## src/include/cbc_pkg.sv

```systemverilog
package cbc_pkg;

  // register indices
  localparam logic [7:0] CBC_IDX_OE    = 8'h00;
  localparam logic [7:0] CBC_IDX_PLL   = 8'h01;
  localparam logic [7:0] CBC_IDX_SLEW  = 8'h02;
  localparam logic [7:0] CBC_IDX_FREQ  = 8'h03;
  localparam logic [7:0] CBC_IDX_RSVD  = 8'h04;
  localparam logic [7:0] CBC_IDX_REV   = 8'h05;
  localparam logic [7:0] CBC_IDX_DEV   = 8'h06;
  localparam logic [7:0] CBC_IDX_COUNT = 8'h07;

  // writable-bit masks and fixed levels of reserved bits
  localparam logic [7:0] CBC_OE_MASK    = 8'hDD;
  localparam logic [7:0] CBC_OE_FIXED   = 8'h00;
  localparam logic [7:0] CBC_OE_RESET   = 8'hDD;
  localparam logic [7:0] CBC_PLL_MASK   = 8'h3B;
  localparam logic [7:0] CBC_PLL_FIXED  = 8'h04;
  localparam logic [7:0] CBC_PLL_RESET  = 8'h06;
  localparam logic [7:0] CBC_SLEW_MASK  = 8'hDD;
  localparam logic [7:0] CBC_SLEW_FIXED = 8'h00;
  localparam logic [7:0] CBC_SLEW_RESET = 8'hDD;
  localparam logic [7:0] CBC_FREQ_MASK  = 8'h39;
  localparam logic [7:0] CBC_FREQ_FIXED = 8'h46;
  localparam logic [7:0] CBC_FREQ_RESET = 8'h47;
  localparam logic [7:0] CBC_RSVD_VALUE = 8'hFF;
  localparam logic [7:0] CBC_CNT_MASK   = 8'h1F;
  localparam logic [7:0] CBC_CNT_RESET  = 8'h08;

  // identity bytes: arbitrary values, not those of any real part
  localparam logic [7:0] CBC_REV_ID = 8'h00;
  localparam logic [7:0] CBC_DEV_ID = 8'h00;

  // field positions
  localparam int CBC_PLL_RB_LSB = 6;
  localparam int CBC_PLL_SW_EN  = 5;
  localparam int CBC_PLL_SW_LSB = 3;
  localparam int CBC_AMP_LSB    = 0;
  localparam int CBC_FSEL_EN    = 5;
  localparam int CBC_FSEL_LSB   = 3;
  localparam int CBC_FB_SLEW    = 0;

  // 7-bit target addresses per select pin level
  localparam logic [6:0] CBC_ADDR_LOW  = 7'h6B;
  localparam logic [6:0] CBC_ADDR_HIGH = 7'h6D;

  // smbus line filter depth
  localparam int CBC_FILT_LEN = 3;

endpackage : cbc_pkg

```

## src/include/cbc_reg_if.sv

```systemverilog
`timescale 1ns/1ps
// register access path between the serial engine and the register bank
interface cbc_reg_if;
  logic       wr_en;
  logic [7:0] wr_idx;
  logic [7:0] wr_data;
  logic [7:0] rd_idx;
  logic [7:0] rd_data;
  logic [4:0] rd_count;

  modport engine (output wr_en, output wr_data, output wr_idx, output rd_idx,
                  input rd_data, input rd_count);
  modport bank   (input wr_en, input wr_data, input wr_idx, input rd_idx,
                  output rd_data, output rd_count);
endinterface : cbc_reg_if

```

## src/design/cbc_line_filter.sv

```systemverilog
`timescale 1ns/1ps
// synchroniser plus majority-free glitch filter for one smbus line
module cbc_line_filter
  import cbc_pkg::*;
(
  input  wire logic clk_in,
  input  wire logic arst_n_in,
  input  wire logic line_in,
  output logic      level_out
);
  logic [1:0]              sync_reg;
  logic [CBC_FILT_LEN-1:0] hist_reg;
  logic [CBC_FILT_LEN-1:0] hist_next;
  logic                    level_reg;
  logic                    level_next;

  // level changes only after the line held steady for the whole history
  always_comb begin
    hist_next  = {hist_reg[CBC_FILT_LEN-2:0], sync_reg[1]};
    level_next = level_reg;
    if (&hist_reg) begin
      level_next = 1'b1;
    end else if (~|hist_reg) begin
      level_next = 1'b0;
    end
  end

  // idle bus is high, so reset to one
  always_ff @(posedge clk_in or negedge arst_n_in) begin
    if (!arst_n_in) begin
      sync_reg  <= '1;
      hist_reg  <= '1;
      level_reg <= 1'b1;
    end else begin
      sync_reg  <= {sync_reg[0], line_in};
      hist_reg  <= hist_next;
      level_reg <= level_next;
    end
  end

  assign level_out = level_reg;
endmodule : cbc_line_filter

```

## src/design/cbc_reg_bank.sv

```systemverilog
`timescale 1ns/1ps
// register bank of the clock buffer
module cbc_reg_bank
  import cbc_pkg::*;
(
  input  wire logic clk_in,
  input  wire logic arst_n_in,
  input  wire logic [1:0] mode_latched_in,
  cbc_reg_if.bank         rif,
  output logic [7:0] oe_out,
  output logic [7:0] pll_out,
  output logic [7:0] slew_out,
  output logic [7:0] freq_out
);
  logic [7:0] oe_reg, oe_next, pll_reg, pll_next;
  logic [7:0] slew_reg, slew_next, freq_reg, freq_next, cnt_reg, cnt_next;

  function automatic logic [7:0] merge(input logic [7:0] old_v, input logic [7:0] new_v,
                                       input logic [7:0] mask);
    merge = (old_v & ~mask) | (new_v & mask);
  endfunction : merge

  // only writable bits take the byte; reserved bits keep fixed levels
  always_comb begin
    oe_next   = oe_reg;
    pll_next  = pll_reg;
    slew_next = slew_reg;
    freq_next = freq_reg;
    cnt_next  = cnt_reg;
    if (rif.wr_en) begin
      unique case (rif.wr_idx)
        CBC_IDX_OE:    oe_next   = merge(oe_reg, rif.wr_data, CBC_OE_MASK);
        CBC_IDX_PLL:   pll_next  = merge(pll_reg, rif.wr_data, CBC_PLL_MASK);
        CBC_IDX_SLEW:  slew_next = merge(slew_reg, rif.wr_data, CBC_SLEW_MASK);
        CBC_IDX_FREQ:  freq_next = merge(freq_reg, rif.wr_data, CBC_FREQ_MASK);
        CBC_IDX_COUNT: cnt_next  = merge(cnt_reg, rif.wr_data, CBC_CNT_MASK);
        default:       ;
      endcase
    end
  end

  always_ff @(posedge clk_in or negedge arst_n_in) begin
    if (!arst_n_in) begin
      oe_reg   <= CBC_OE_RESET;
      pll_reg  <= CBC_PLL_RESET;
      slew_reg <= CBC_SLEW_RESET;
      freq_reg <= CBC_FREQ_RESET;
      cnt_reg  <= CBC_CNT_RESET;
    end else begin
      oe_reg   <= oe_next;
      pll_reg  <= pll_next;
      slew_reg <= slew_next;
      freq_reg <= freq_next;
      cnt_reg  <= cnt_next;
    end
  end

  // read mux; readback bits come from the strap latch, not storage
  always_comb begin
    unique case (rif.rd_idx)
      CBC_IDX_OE:    rif.rd_data = oe_reg | CBC_OE_FIXED;
      CBC_IDX_PLL:   rif.rd_data = {mode_latched_in, pll_reg[5:0]} | CBC_PLL_FIXED;
      CBC_IDX_SLEW:  rif.rd_data = slew_reg | CBC_SLEW_FIXED;
      CBC_IDX_FREQ:  rif.rd_data = freq_reg | CBC_FREQ_FIXED;
      CBC_IDX_RSVD:  rif.rd_data = CBC_RSVD_VALUE;
      CBC_IDX_REV:   rif.rd_data = CBC_REV_ID;
      CBC_IDX_DEV:   rif.rd_data = CBC_DEV_ID;
      CBC_IDX_COUNT: rif.rd_data = cnt_reg;
      default:       rif.rd_data = CBC_RSVD_VALUE;
    endcase
  end

  assign rif.rd_count = cnt_reg[4:0];
  assign oe_out       = oe_reg;
  assign pll_out      = pll_reg;
  assign slew_out     = slew_reg;
  assign freq_out     = freq_reg;
endmodule : cbc_reg_bank

```

## src/design/cbc_smbus_target.sv

```systemverilog
`timescale 1ns/1ps
////////////////////////////////////////////////////////////////////////////////
module cbc_smbus_target
  import cbc_pkg::*;
(
  input  wire logic       clk_in,
  input  wire logic       arst_n_in,
  input  wire logic       scl_in,
  input  wire logic       sda_in,
  output logic            sda_out,
  output logic            sda_oe_out,
  input  wire logic       addr_select_pin_in,
  input  wire logic [1:0] mode_strap_in,
  input  wire logic       oe_n_pin_in,
  output logic [5:0]      diff_clock_enable_out,
  output logic [5:0]      diff_edge_fast_out,
  output logic            feedback_edge_fast_out,
  output logic [1:0]      pll_mode_out,
  output logic [1:0]      amplitude_out,
  output logic            freq_sw_enable_out,
  output logic [1:0]      freq_pick_out
);
  typedef enum {
    CBC_IDLE, CBC_ADDR, CBC_ADDR_ACK, CBC_WBYTE, CBC_WACK,
    CBC_RBYTE, CBC_RACK, CBC_SKIP
  } cbc_state_e;

  ////////////////////////////////////////////////////////////////////////////
  // line conditioning
  logic scl_f, sda_f;

  cbc_line_filter u_scl (.clk_in(clk_in), .arst_n_in(arst_n_in), .line_in(scl_in),
                         .level_out(scl_f));
  cbc_line_filter u_sda (.clk_in(clk_in), .arst_n_in(arst_n_in), .line_in(sda_in),
                         .level_out(sda_f));

  logic scl_d_reg, sda_d_reg;
  logic scl_rise, scl_fall, start_det, stop_det;

  always_ff @(posedge clk_in or negedge arst_n_in) begin
    if (!arst_n_in) begin
      scl_d_reg <= 1'b1;
      sda_d_reg <= 1'b1;
    end else begin
      scl_d_reg <= scl_f;
      sda_d_reg <= sda_f;
    end
  end

  // start/stop are sda edges while scl stays high
  assign scl_rise  = scl_f & ~scl_d_reg;
  assign scl_fall  = ~scl_f & scl_d_reg;
  assign start_det = scl_f & scl_d_reg & sda_d_reg & ~sda_f;
  assign stop_det  = scl_f & scl_d_reg & ~sda_d_reg & sda_f;

  ////////////////////////////////////////////////////////////////////////////
  // address and strap latch, caught once after reset release
  logic       latched_reg, latched_next;
  logic [6:0] my_addr_reg, my_addr_next;
  logic [1:0] strap_reg, strap_next;

  always_comb begin
    latched_next = 1'b1;
    my_addr_next = my_addr_reg;
    strap_next   = strap_reg;
    if (!latched_reg) begin
      my_addr_next = addr_select_pin_in ? CBC_ADDR_HIGH : CBC_ADDR_LOW;
      strap_next   = mode_strap_in;
    end
  end

  always_ff @(posedge clk_in or negedge arst_n_in) begin
    if (!arst_n_in) begin
      latched_reg <= 1'b0;
      my_addr_reg <= '0;
      strap_reg   <= '0;
    end else begin
      latched_reg <= latched_next;
      my_addr_reg <= my_addr_next;
      strap_reg   <= strap_next;
    end
  end

  ////////////////////////////////////////////////////////////////////////////
  // register bank
  cbc_reg_if  rif();
  logic [7:0] oe_v, pll_v, slew_v, freq_v;

  cbc_reg_bank u_bank (
    .clk_in          (clk_in),
    .arst_n_in       (arst_n_in),
    .mode_latched_in (strap_reg),
    .rif             (rif),
    .oe_out          (oe_v),
    .pll_out         (pll_v),
    .slew_out        (slew_v),
    .freq_out        (freq_v)
  );

  ////////////////////////////////////////////////////////////////////////////
  // serial engine
  cbc_state_e state_reg, state_next;
  logic [7:0] shift_reg, shift_next;
  logic [2:0] bit_reg, bit_next;
  logic [1:0] phase_reg, phase_next;   // 0 index, 1 count, 2 data
  logic [7:0] idx_reg, idx_next;
  logic [7:0] left_reg, left_next;
  logic       rd_mode_reg, rd_mode_next;
  logic       first_reg, first_next;   // count byte not yet sent
  logic       drive_reg, drive_next;
  logic       wr_en_reg, wr_en_next;
  logic [7:0] wr_data_reg, wr_data_next;
  logic [7:0] wr_idx_reg, wr_idx_next;
  logic [7:0] tx_byte;

  // byte to send next: count first, then registers
  assign tx_byte = first_reg ? {3'b000, rif.rd_count} : rif.rd_data;
  assign rif.rd_idx = idx_reg;

  always_comb begin
    state_next   = state_reg;
    shift_next   = shift_reg;
    bit_next     = bit_reg;
    phase_next   = phase_reg;
    idx_next     = idx_reg;
    left_next    = left_reg;
    rd_mode_next = rd_mode_reg;
    first_next   = first_reg;
    drive_next   = drive_reg;
    wr_en_next   = 1'b0;
    wr_data_next = wr_data_reg;
    wr_idx_next  = wr_idx_reg;
    if (stop_det) begin
      state_next = CBC_IDLE;
      drive_next = 1'b0;
    end else if (start_det) begin
      // repeated start keeps the index for the read that follows
      state_next = CBC_ADDR;
      bit_next   = 3'd7;
      drive_next = 1'b0;
    end else begin
      unique case (state_reg)
        CBC_IDLE, CBC_SKIP: ;
        CBC_ADDR: if (scl_rise) begin
          shift_next = {shift_reg[6:0], sda_f};
          bit_next   = bit_reg - 3'd1;
          if (bit_reg == 3'd0) begin
            if ({shift_reg[6:0]} == my_addr_reg && latched_reg) begin
              state_next   = CBC_ADDR_ACK;
              rd_mode_next = sda_f;
            end else begin
              state_next = CBC_SKIP;
            end
          end
        end
        CBC_ADDR_ACK: if (scl_fall) begin
          if (!drive_reg) begin
            drive_next = 1'b1;
          end else begin
            bit_next = 3'd7;
            if (rd_mode_reg) begin
              state_next = CBC_RBYTE;
              first_next = 1'b1;
              left_next  = 8'(rif.rd_count);
              shift_next = {3'b000, rif.rd_count};
              drive_next = 1'b1;                        // count byte msb is always zero
            end else begin
              state_next = CBC_WBYTE;
              phase_next = 2'd0;
              drive_next = 1'b0;
            end
          end
        end
        CBC_WBYTE: if (scl_rise) begin
          shift_next = {shift_reg[6:0], sda_f};
          bit_next   = bit_reg - 3'd1;
          if (bit_reg == 3'd0) begin
            state_next = CBC_WACK;
            unique case (phase_reg)
              2'd0: begin
                idx_next   = {shift_reg[6:0], sda_f};
                phase_next = 2'd1;
              end
              2'd1: begin
                left_next  = {shift_reg[6:0], sda_f};
                phase_next = 2'd2;
              end
              default: begin
                if (left_reg != 8'd0) begin
                  wr_en_next   = 1'b1;
                  wr_data_next = {shift_reg[6:0], sda_f};
                  wr_idx_next  = idx_reg;
                  idx_next     = idx_reg + 8'd1;
                  left_next    = left_reg - 8'd1;
                end
              end
            endcase
          end
        end
        CBC_WACK: if (scl_fall) begin
          if (!drive_reg) begin
            drive_next = 1'b1;
          end else begin
            drive_next = 1'b0;
            bit_next   = 3'd7;
            state_next = CBC_WBYTE;
          end
        end
        CBC_RBYTE: if (scl_fall) begin
          if (bit_reg == 3'd0) begin
            state_next = CBC_RACK;
            drive_next = 1'b0;                                  // release for host ack
            if (!first_reg) begin
              idx_next = idx_reg + 8'd1;
            end
            first_next = 1'b0;
          end else begin
            shift_next = {shift_reg[6:0], 1'b0};
            bit_next   = bit_reg - 3'd1;
            drive_next = ~shift_reg[6];
          end
        end
        CBC_RACK: begin
          if (scl_rise && sda_f) begin
            state_next = CBC_SKIP;
          end else if (scl_fall) begin
            // host acked on the rise; loading here keeps the msb from being skipped
            state_next = CBC_RBYTE;
            bit_next   = 3'd7;
            shift_next = tx_byte;
            drive_next = ~tx_byte[7];
          end
        end
        default: state_next = CBC_IDLE;
      endcase
    end
  end

  always_ff @(posedge clk_in or negedge arst_n_in) begin
    if (!arst_n_in) begin
      state_reg   <= CBC_IDLE;
      shift_reg   <= '0;
      bit_reg     <= '0;
      phase_reg   <= '0;
      idx_reg     <= '0;
      left_reg    <= '0;
      rd_mode_reg <= 1'b0;
      first_reg   <= 1'b0;
      drive_reg   <= 1'b0;
      wr_en_reg   <= 1'b0;
      wr_data_reg <= '0;
      wr_idx_reg  <= '0;
    end else begin
      state_reg   <= state_next;
      shift_reg   <= shift_next;
      bit_reg     <= bit_next;
      phase_reg   <= phase_next;
      idx_reg     <= idx_next;
      left_reg    <= left_next;
      rd_mode_reg <= rd_mode_next;
      first_reg   <= first_next;
      drive_reg   <= drive_next;
      wr_en_reg   <= wr_en_next;
      wr_data_reg <= wr_data_next;
      wr_idx_reg  <= wr_idx_next;
    end
  end

  assign rif.wr_en   = wr_en_reg;
  assign rif.wr_data = wr_data_reg;
  assign rif.wr_idx  = wr_idx_reg;

  ////////////////////////////////////////////////////////////////////////////
  // output controls, registered so every output comes from a flop
  logic [5:0] en_next, edge_next;
  logic [1:0] mode_next, fsel_next;
  logic [5:0] en_reg, edge_reg;
  logic [1:0] mode_reg, fsel_reg, amp_reg;
  logic       fb_reg, fen_reg;

  always_comb begin
    // a cleared bit wins over the pin; pin low enables
    en_next   = {oe_v[7:6], oe_v[4:2], oe_v[0]} & {6{~oe_n_pin_in}};
    edge_next = {slew_v[7:6], slew_v[4:2], slew_v[0]};
    mode_next = pll_v[CBC_PLL_SW_EN] ? pll_v[CBC_PLL_SW_LSB +: 2]
                                     : strap_reg;
    fsel_next = freq_v[CBC_FSEL_EN] ? freq_v[CBC_FSEL_LSB +: 2]
                                    : 2'b00;
  end

  always_ff @(posedge clk_in or negedge arst_n_in) begin
    if (!arst_n_in) begin
      en_reg   <= '0;
      edge_reg <= '1;
      mode_reg <= '0;
      fsel_reg <= '0;
      amp_reg  <= '0;
      fb_reg   <= 1'b1;
      fen_reg  <= 1'b0;
    end else begin
      en_reg   <= en_next;
      edge_reg <= edge_next;
      mode_reg <= mode_next;
      fsel_reg <= fsel_next;
      amp_reg  <= pll_v[CBC_AMP_LSB +: 2];
      fb_reg   <= freq_v[CBC_FB_SLEW];
      fen_reg  <= freq_v[CBC_FSEL_EN];
    end
  end

  // open drain: only ever pull low
  assign sda_out                = 1'b0;
  assign sda_oe_out             = drive_reg;
  assign diff_clock_enable_out  = en_reg;
  assign diff_edge_fast_out     = edge_reg;
  assign feedback_edge_fast_out = fb_reg;
  assign pll_mode_out           = mode_reg;
  assign amplitude_out          = amp_reg;
  assign freq_sw_enable_out     = fen_reg;
  assign freq_pick_out          = fsel_reg;
endmodule : cbc_smbus_target

```

## config.mk

```make
export PLATFORM = sky130hd
export DESIGN_NAME = cbc_smbus_target
export DESIGN_NICKNAME = d
export VERILOG_FILES = /design/src/include/cbc_pkg.sv /design/src/include/cbc_reg_if.sv /design/src/design/cbc_line_filter.sv /design/src/design/cbc_reg_bank.sv /design/src/design/cbc_smbus_target.sv
export SDC_FILE = /design/constraint.sdc
export NUM_CORES = 1
export LEC_CHECK = 0
export CORE_ASPECT_RATIO = 0.9
export CORE_MARGIN = 4
export CORE_UTILIZATION = 56
export CTS_CLUSTER_SIZE = 16
export DETAILED_ROUTE_END_ITERATION = 16
export DONT_BUFFER_PORTS = 1
export PLACE_DENSITY = 0.67
export RECOVER_POWER = 100
export SYNTH_ARGS = -nofsm -noshare
export SYNTH_HDL_FRONTEND = slang
export SYNTH_SLANG_ARGS = --single-unit
```

## constraint.sdc

```tcl
create_clock -name clk_in -period 2.5 [get_ports clk_in]
set_clock_uncertainty 0.15 [all_clocks]
set_input_delay 0.25 -clock clk_in [delete_from_list [all_inputs] [get_ports clk_in]]
set_output_delay 0.25 -clock clk_in [all_outputs]
set_load 0.05 [all_outputs]
```

==> results of run 1 <==
==> per-stage QoR <==
stage	std cells	instance area [µm²]	setup slack (ns)	hold slack (ns)
3_3_place_gp	660	6000	0.164	-0.193
3_5_place_dp	660	6000	0.113	-0.193
6_report	698	6620	0.113	-0.616
5_1_grt	698	6620	0.0204	-0.641
2_1_floorplan	532	5750	0.228	-0.196
4_1_cts	698	6640	0.102	-0.634
==> cells by family after synthesis <==
family / count (synthesis) / share of synthesized area (%)
AO/OA/AOI/OAI: 135 / 15.4
XOR/XNOR: 6 / 0.914
adder cells (fa/ha/maj): 8 / 1.74
buffers and inverters: 44 / 3.50
flip-flops: 117 / 51.7
multiplexers: 56 / 10.8
other: 2 / 0.131
AND/OR/NAND/NOR: 164 / 15.8
==> worst max-delay path, stage by stage, from the launching register on <==
cell,delay (ns)
dfrtp_1,0.42
inv_1,0.13
ha_1,0.14
or3b_2,0.49
o21ai_2,0.21
or3_1,0.20
buf_12,0.18
mux2_2,0.34
==> metal layers <==
metal | part of all wire [%] | GRT usage, % | up-vias
met5 | 0 | 0 | -
met4 | 1.1 | 7.71 | 0
met3 | 6.4 | 6.05 | 21
met2 | 46 | 35.5 | 139
met1 | 47 | 36.3 | 2122
li1 | - | - | 1993
==> area by class of cell <==
cell class	count	share of cell area [%]
multi-input combinational	371	38.8
sequential	117	44.9
inverter	16	0.908
timing repair buffer	36	4.20
clock inverter	11	1.30
tap	126	2.38
clock buffer	21	7.45
==> path summary, 6_finish.rpt <==
check,to,slack (ns),depth (start not counted)
worst max-delay path,rif.wr_idx[6],0.11,7
worst min-delay path,rif.wr_en,-0.62,0
worst max register to register,rif.wr_idx[6],0.11,7
worst min register to register,u_sda.sync_reg[1],0.20,0
max in group asynchronous,u_sda.sync_reg[0],2.56,0
min in group clk_in,u_sda.sync_reg[1],0.20,0
==> cell usage in the layout, fill, tap and decap left out, types with 15 or more instances in the layout <==
cell | synthesis | final
buf_4 | 3 | 23
a21oi_1 | 35 | 35
inv_1 | 16 | 16
nor2_1 | 29 | 29
nor3_1 | 14 | 15
o21ai_0 | 38 | 38
dfrtp_1 | 81 | 81
mux2_2 | 49 | 47
nand2_1 | 37 | 37
dfstp_1 | 0 | 26
clkbuf_16 | 0 | 19
==> report_power, final <==
group          total [mW]  switching (mW)  internal (mW)  leakage, nW
Combinational        1.63           0.951          0.677         1.18
Sequential           2.39           0.301           2.09         1.45
Clock                2.33           0.907           1.42        0.278
==> out/metrics.cfg, run 1 <==
[power_and_ir_drop]
p_leak_nw = 2.91
power_density_nw_per_um2 = 959
peakVddDrop_mv = 0.906
finalPower_mw = 6.35

[clock_tree]
postCtsHoldBufs = 6
cts_sinks = 117
cts_resized = 0
numCtsBuffers = 17
clkTransAtPathRegs_ns = 0.06
cts_tree = built
postCtsSetupRepairBufs = 0
htreeDepth = 4
insertion_delay_ns = 0.41
cts-root-to-sink-buffers = 2
root_buffer = clkbuf_16

[floorplan]
dieArea_um2 = 12000
fp.dieW_um = 115
rows = 34
coreArea_um2 = 9830
ios = 30
die_h_um = 104
start_util_pct = 58.5

[setup_path]
crit_fanout = 21
cp.arrival_ns = 2.53
start_kind = flip-flop
cp-startpoint = left_reg[0]
reg2reg_from = left_reg[0]
path_class = reg2reg
worstPathRequired_ns = 2.64
worstSetupEndpointType = flip-flop

[timing]
post-route-min-period_ns = 2.39
fin_crit_sh_pct = 95.5
rsz0062_at_grt = false
slew_violations = 0
max_slew_margin_pct = 46.1
tns_ns = 0
hold_viol = 117
setup_viol_count_final = 0
fmax_ghz = 0.419
hold_ws_ns = -0.616
worst_slew_pin_slew_ns = 0.809

[status]
violations = negative hold slack
outcome = finished with violations

[routing]
routed_wirelength_um = 13800
vias = 4275
first_pass_iters = 6
antenna_left = 0
drtIter0Drc = 527
wl_per_cell_um = 19.7
viasPerCell = 6.12
drc = 0

[synth]
synthArstFlopShare_pct = 100
synth_common_cells = 81 x dfrtp_1, 49 x mux2_2, 38 x o21ai_0, 37 x nand2_1, 36 x dfstp_2
synth_top_cell_by_area = dfrtp_1
syn_area_per_cell_um2 = 10.8
yosys-top-cells-area = dfrtp_1 35%, dfstp_2 16%, mux2_2 9.6%, o21ai_0 3.3%, a21oi_1 3.0%
synthDistinctLibCells = 65
synth_ff_type = dfrtp_1
ys_warn_count = 0
synth.most_common_cell = dfrtp_1
ys_ff_latch = 117
synth_edf_count = 0
synth_seq_area_share_pct = 51.7
synth_nets = 548
syn_inst = 532
synth_top_cell_area_share_pct = 35.3
syn_area_um2 = 5750

[global_routing]
overflow = 0
antenna_found_initial = 0
grt_max_degree = 118
grt_pass1_wl_um = 22700
gr-usage-all-layers_pct = 24.5
grt_pass1_vias = 4219

[layout]
diodes = 0
layout.nets = 575
fillers = 741
layout-drive-gt1-share_pct = 22.2
regArea_um2 = 2970
fin_util_pct = 67.3
multiInputGateArea_um2 = 2570
area_delta_synth_final_pct = 15.1

[flow_run]
max-cap-violations = 0

[placed_design]
gp_congestion = 0.927
portBuffers = 0
hpwlAfterDp_um = 9420

[hold_path]
hold_class = in2async

Power figures use the tool's default switching activity.
==> inputs of run 2 (changes only) <==
- CORE_ASPECT_RATIO: 0.9 -> unset
==> run 2 against run 1 <==
  * Flip-flop and latch count stayed put
  * Die area hardly changed
  * Core utilization is 0.66 points lower
  * Critical endpoint is now rif.wr_data[2]
  * Largest power group unchanged
  * The flow still finishes with violations (negative hold slack)
==> out/metrics.cfg, run 2 (synthesis results as in run 1) <==
[layout]
diodes = 0  ; unchanged
area_delta_synth_final_pct = 14.4
fin_cells = 700  ; +0.29%
regArea_um2 = 2970  ; unchanged
multiInputGateArea_um2 = 2570  ; +0.19%
final_common_cell = dfrtp_1
fin_util_pct = 66.7  ; -0.66 points
layout.nets = 570  ; -0.87%
fillers = 732  ; -1.2%
layout-drive-gt1-share_pct = 21.7  ; -0.51 points
final_cell_mix = 81 x dfrtp_1, 49 x mux2_2, 38 x o21ai_0

[flow_run]
max-cap-violations = 0  ; unchanged

[routing]
routed_wirelength_um = 13400  ; -2.6%
antenna_left = 0  ; unchanged
viasPerCell = 6.15  ; +0.44%
drtIter0Drc = 249  ; -53%
drc = 0  ; unchanged
first_pass_iters = 5  ; -1
vias = 4306  ; +0.73%
wl_per_cell_um = 19.2  ; -2.9%

[floorplan]
ios = 30  ; unchanged
coreArea_um2 = 9860  ; +0.38%
rows = 36  ; +5.9%
fp.dieW_um = 109  ; -4.8%
die_h_um = 109  ; +5.0%
dieArea_um2 = 12000  ; about the same
start_util_pct = 58.3  ; -0.22 points

[setup_path]
r2r-end = rif.wr_data[2]
worstPathRequired_ns = 2.75  ; +0.11 ns
cp.arrival_ns = 2.65  ; +0.12 ns
critPathSlowestCell = or3b_2
worstSetupEndpointType = flip-flop
cp-startpoint = left_reg[0]
reg2reg_from = left_reg[0]
crit_fanout = 21  ; unchanged
start_kind = flip-flop
path_class = reg2reg
worstPathCellList = inv_1 -> ha_1 -> or3b_2 -> o21ai_2 -> or3_1 -> buf_12 -> mux2_2
reg2reg_depth = 7  ; unchanged
max_stage_delay_ns = 0.49  ; about the same
r2r_slack_ns = 0.10  ; about the same

[timing]
worst_slew_pin_slew_ns = 0.648  ; -0.161 ns
hold_viol = 117  ; unchanged
max_slew_margin_pct = 56.6  ; +11 points
setup_viol_count_final = 0  ; unchanged
fmax_ghz = 0.417  ; -0.53%
setup_ws_ns = 0.100  ; -0.0126 ns
post-route-min-period_ns = 2.40  ; +0.0126 ns
hold_ws_ns = -0.725  ; -0.110 ns
slew_violations = 0  ; unchanged
fin_crit_sh_pct = 96.0  ; +0.50 points
rsz0062_at_grt = false
tns_ns = 0  ; unchanged

[status]
violations = negative hold slack
outcome = finished with violations

[power_and_ir_drop]
power_density_nw_per_um2 = 957  ; -0.23%
peakVddDrop_mv = 0.529  ; -42%
p_leak_nw = 2.88  ; -0.78%

[clock_tree]
cts_sinks = 117  ; unchanged
htreeDepth = 4  ; unchanged
cts_tree = built
numCtsBuffers = 17  ; unchanged
cts-root-to-sink-buffers = 2  ; unchanged
clkTransAtPathRegs_ns = 0.06  ; about the same
postCtsHoldBufs = 6  ; unchanged
insertion_delay_ns = 0.52  ; +0.11 ns
root_buffer = clkbuf_8

[global_routing]
antenna_found_initial = 0  ; unchanged
grt_pass1_wl_um = 22500  ; -0.85%
overflow = 0  ; unchanged
gr-usage-all-layers_pct = 24.6  ; +0.13 points
grt_max_degree = 118  ; unchanged
grt_pass1_vias = 4353  ; +3.2%

[placed_design]
pre_cts_ws_ns = 0.133  ; +0.0194 ns
gp_congestion = 0.935  ; +0.95%
hpwlAfterDp_um = 9160  ; -2.8%
portBuffers = 0  ; unchanged
placed_cells = 662  ; +0.30%

[hold_path]
hold_class = in2async

==> run 2: cell count changes in the layout (fill, tap and decap cells not counted), moves of 2 or more <==
| cell | before | now |
|---|---|---|
| buf_4 | 23 | 17 |
| clkbuf_16 | 19 | 16 |
| clkinvlp_4 | 3 | 0 |
| inv_6 | 4 | 7 |
| and2_0 | 1 | 3 |
| and2_1 | 3 | 1 |
| mux2_1 | 2 | 0 |
| mux2_2 | 47 | 49 |
==> run 2: routing by layer <==
metal,vias up,part of all wire (%),global-route usage (%)
li1,1992,-,-
met1,2140,45,34.0
met2,148,46,38.1
met3,26,6.7,5.40
met4,0,2.3,9.88
met5,-,0,0
==> run 2: critical path: cells and delay by family, from the launching register on <==
family,cells,cell delay (ns)
mux,1,0.35
simple gates,2,0.67
compound gates,1,0.21
buf+inv,2,0.32
fa+ha+maj,1,0.16
flops,1,0.42
==> run 2: layout make-up <==
cell class	instances	share of cell area (%)
Multi-Input combinational cell	371	39.1
Sequential cell	117	45.2
Clock inverter	14	2.11
Tap cell	133	2.53
Timing Repair Buffer	31	3.60
Inverter	16	0.913
Clock buffer	18	6.51
==> run 2: repair_timing <==
| action | CTS | global route |
|---|---|---|
| endpoints found under the setup margin | 0 | 7 |
| hold endpoints to repair | 129 | 117 |
| resized for setup | 0 | 2 |
| setup buffers | 0 | 0 |
==> run 2: power breakdown <==
part	internal, mW	switching, mW
sequential	2.09	0.344
combinational	0.649	0.913
clock	1.37	0.929
total	4.11	2.19
==> run 2: worst max-delay path by stage <==
stage / endpoint / slack, ns / cells past startpoint
final: rif.wr_data[2] / 0.10 / 7
after global routing: bit_reg[2] / 0.02 / 6
after CTS: rif.wr_data[5] / 0.09 / 7
after detailed placement: rif.wr_idx[3] / 0.13 / 7
after global placement: left_reg[3] / 0.19 / 7
after floorplan: left_reg[5] / 0.23 / 7
==> run 2: through the flow <==
stage	cell area (µm²)	power [mW]
4_1_cts	6600	6.33
5_1_grt	6580	6.64
2_1_floorplan	5750	3.48
3_5_place_dp	5970	3.98
3_3_place_gp	5970	3.95
6_report	6580	6.30
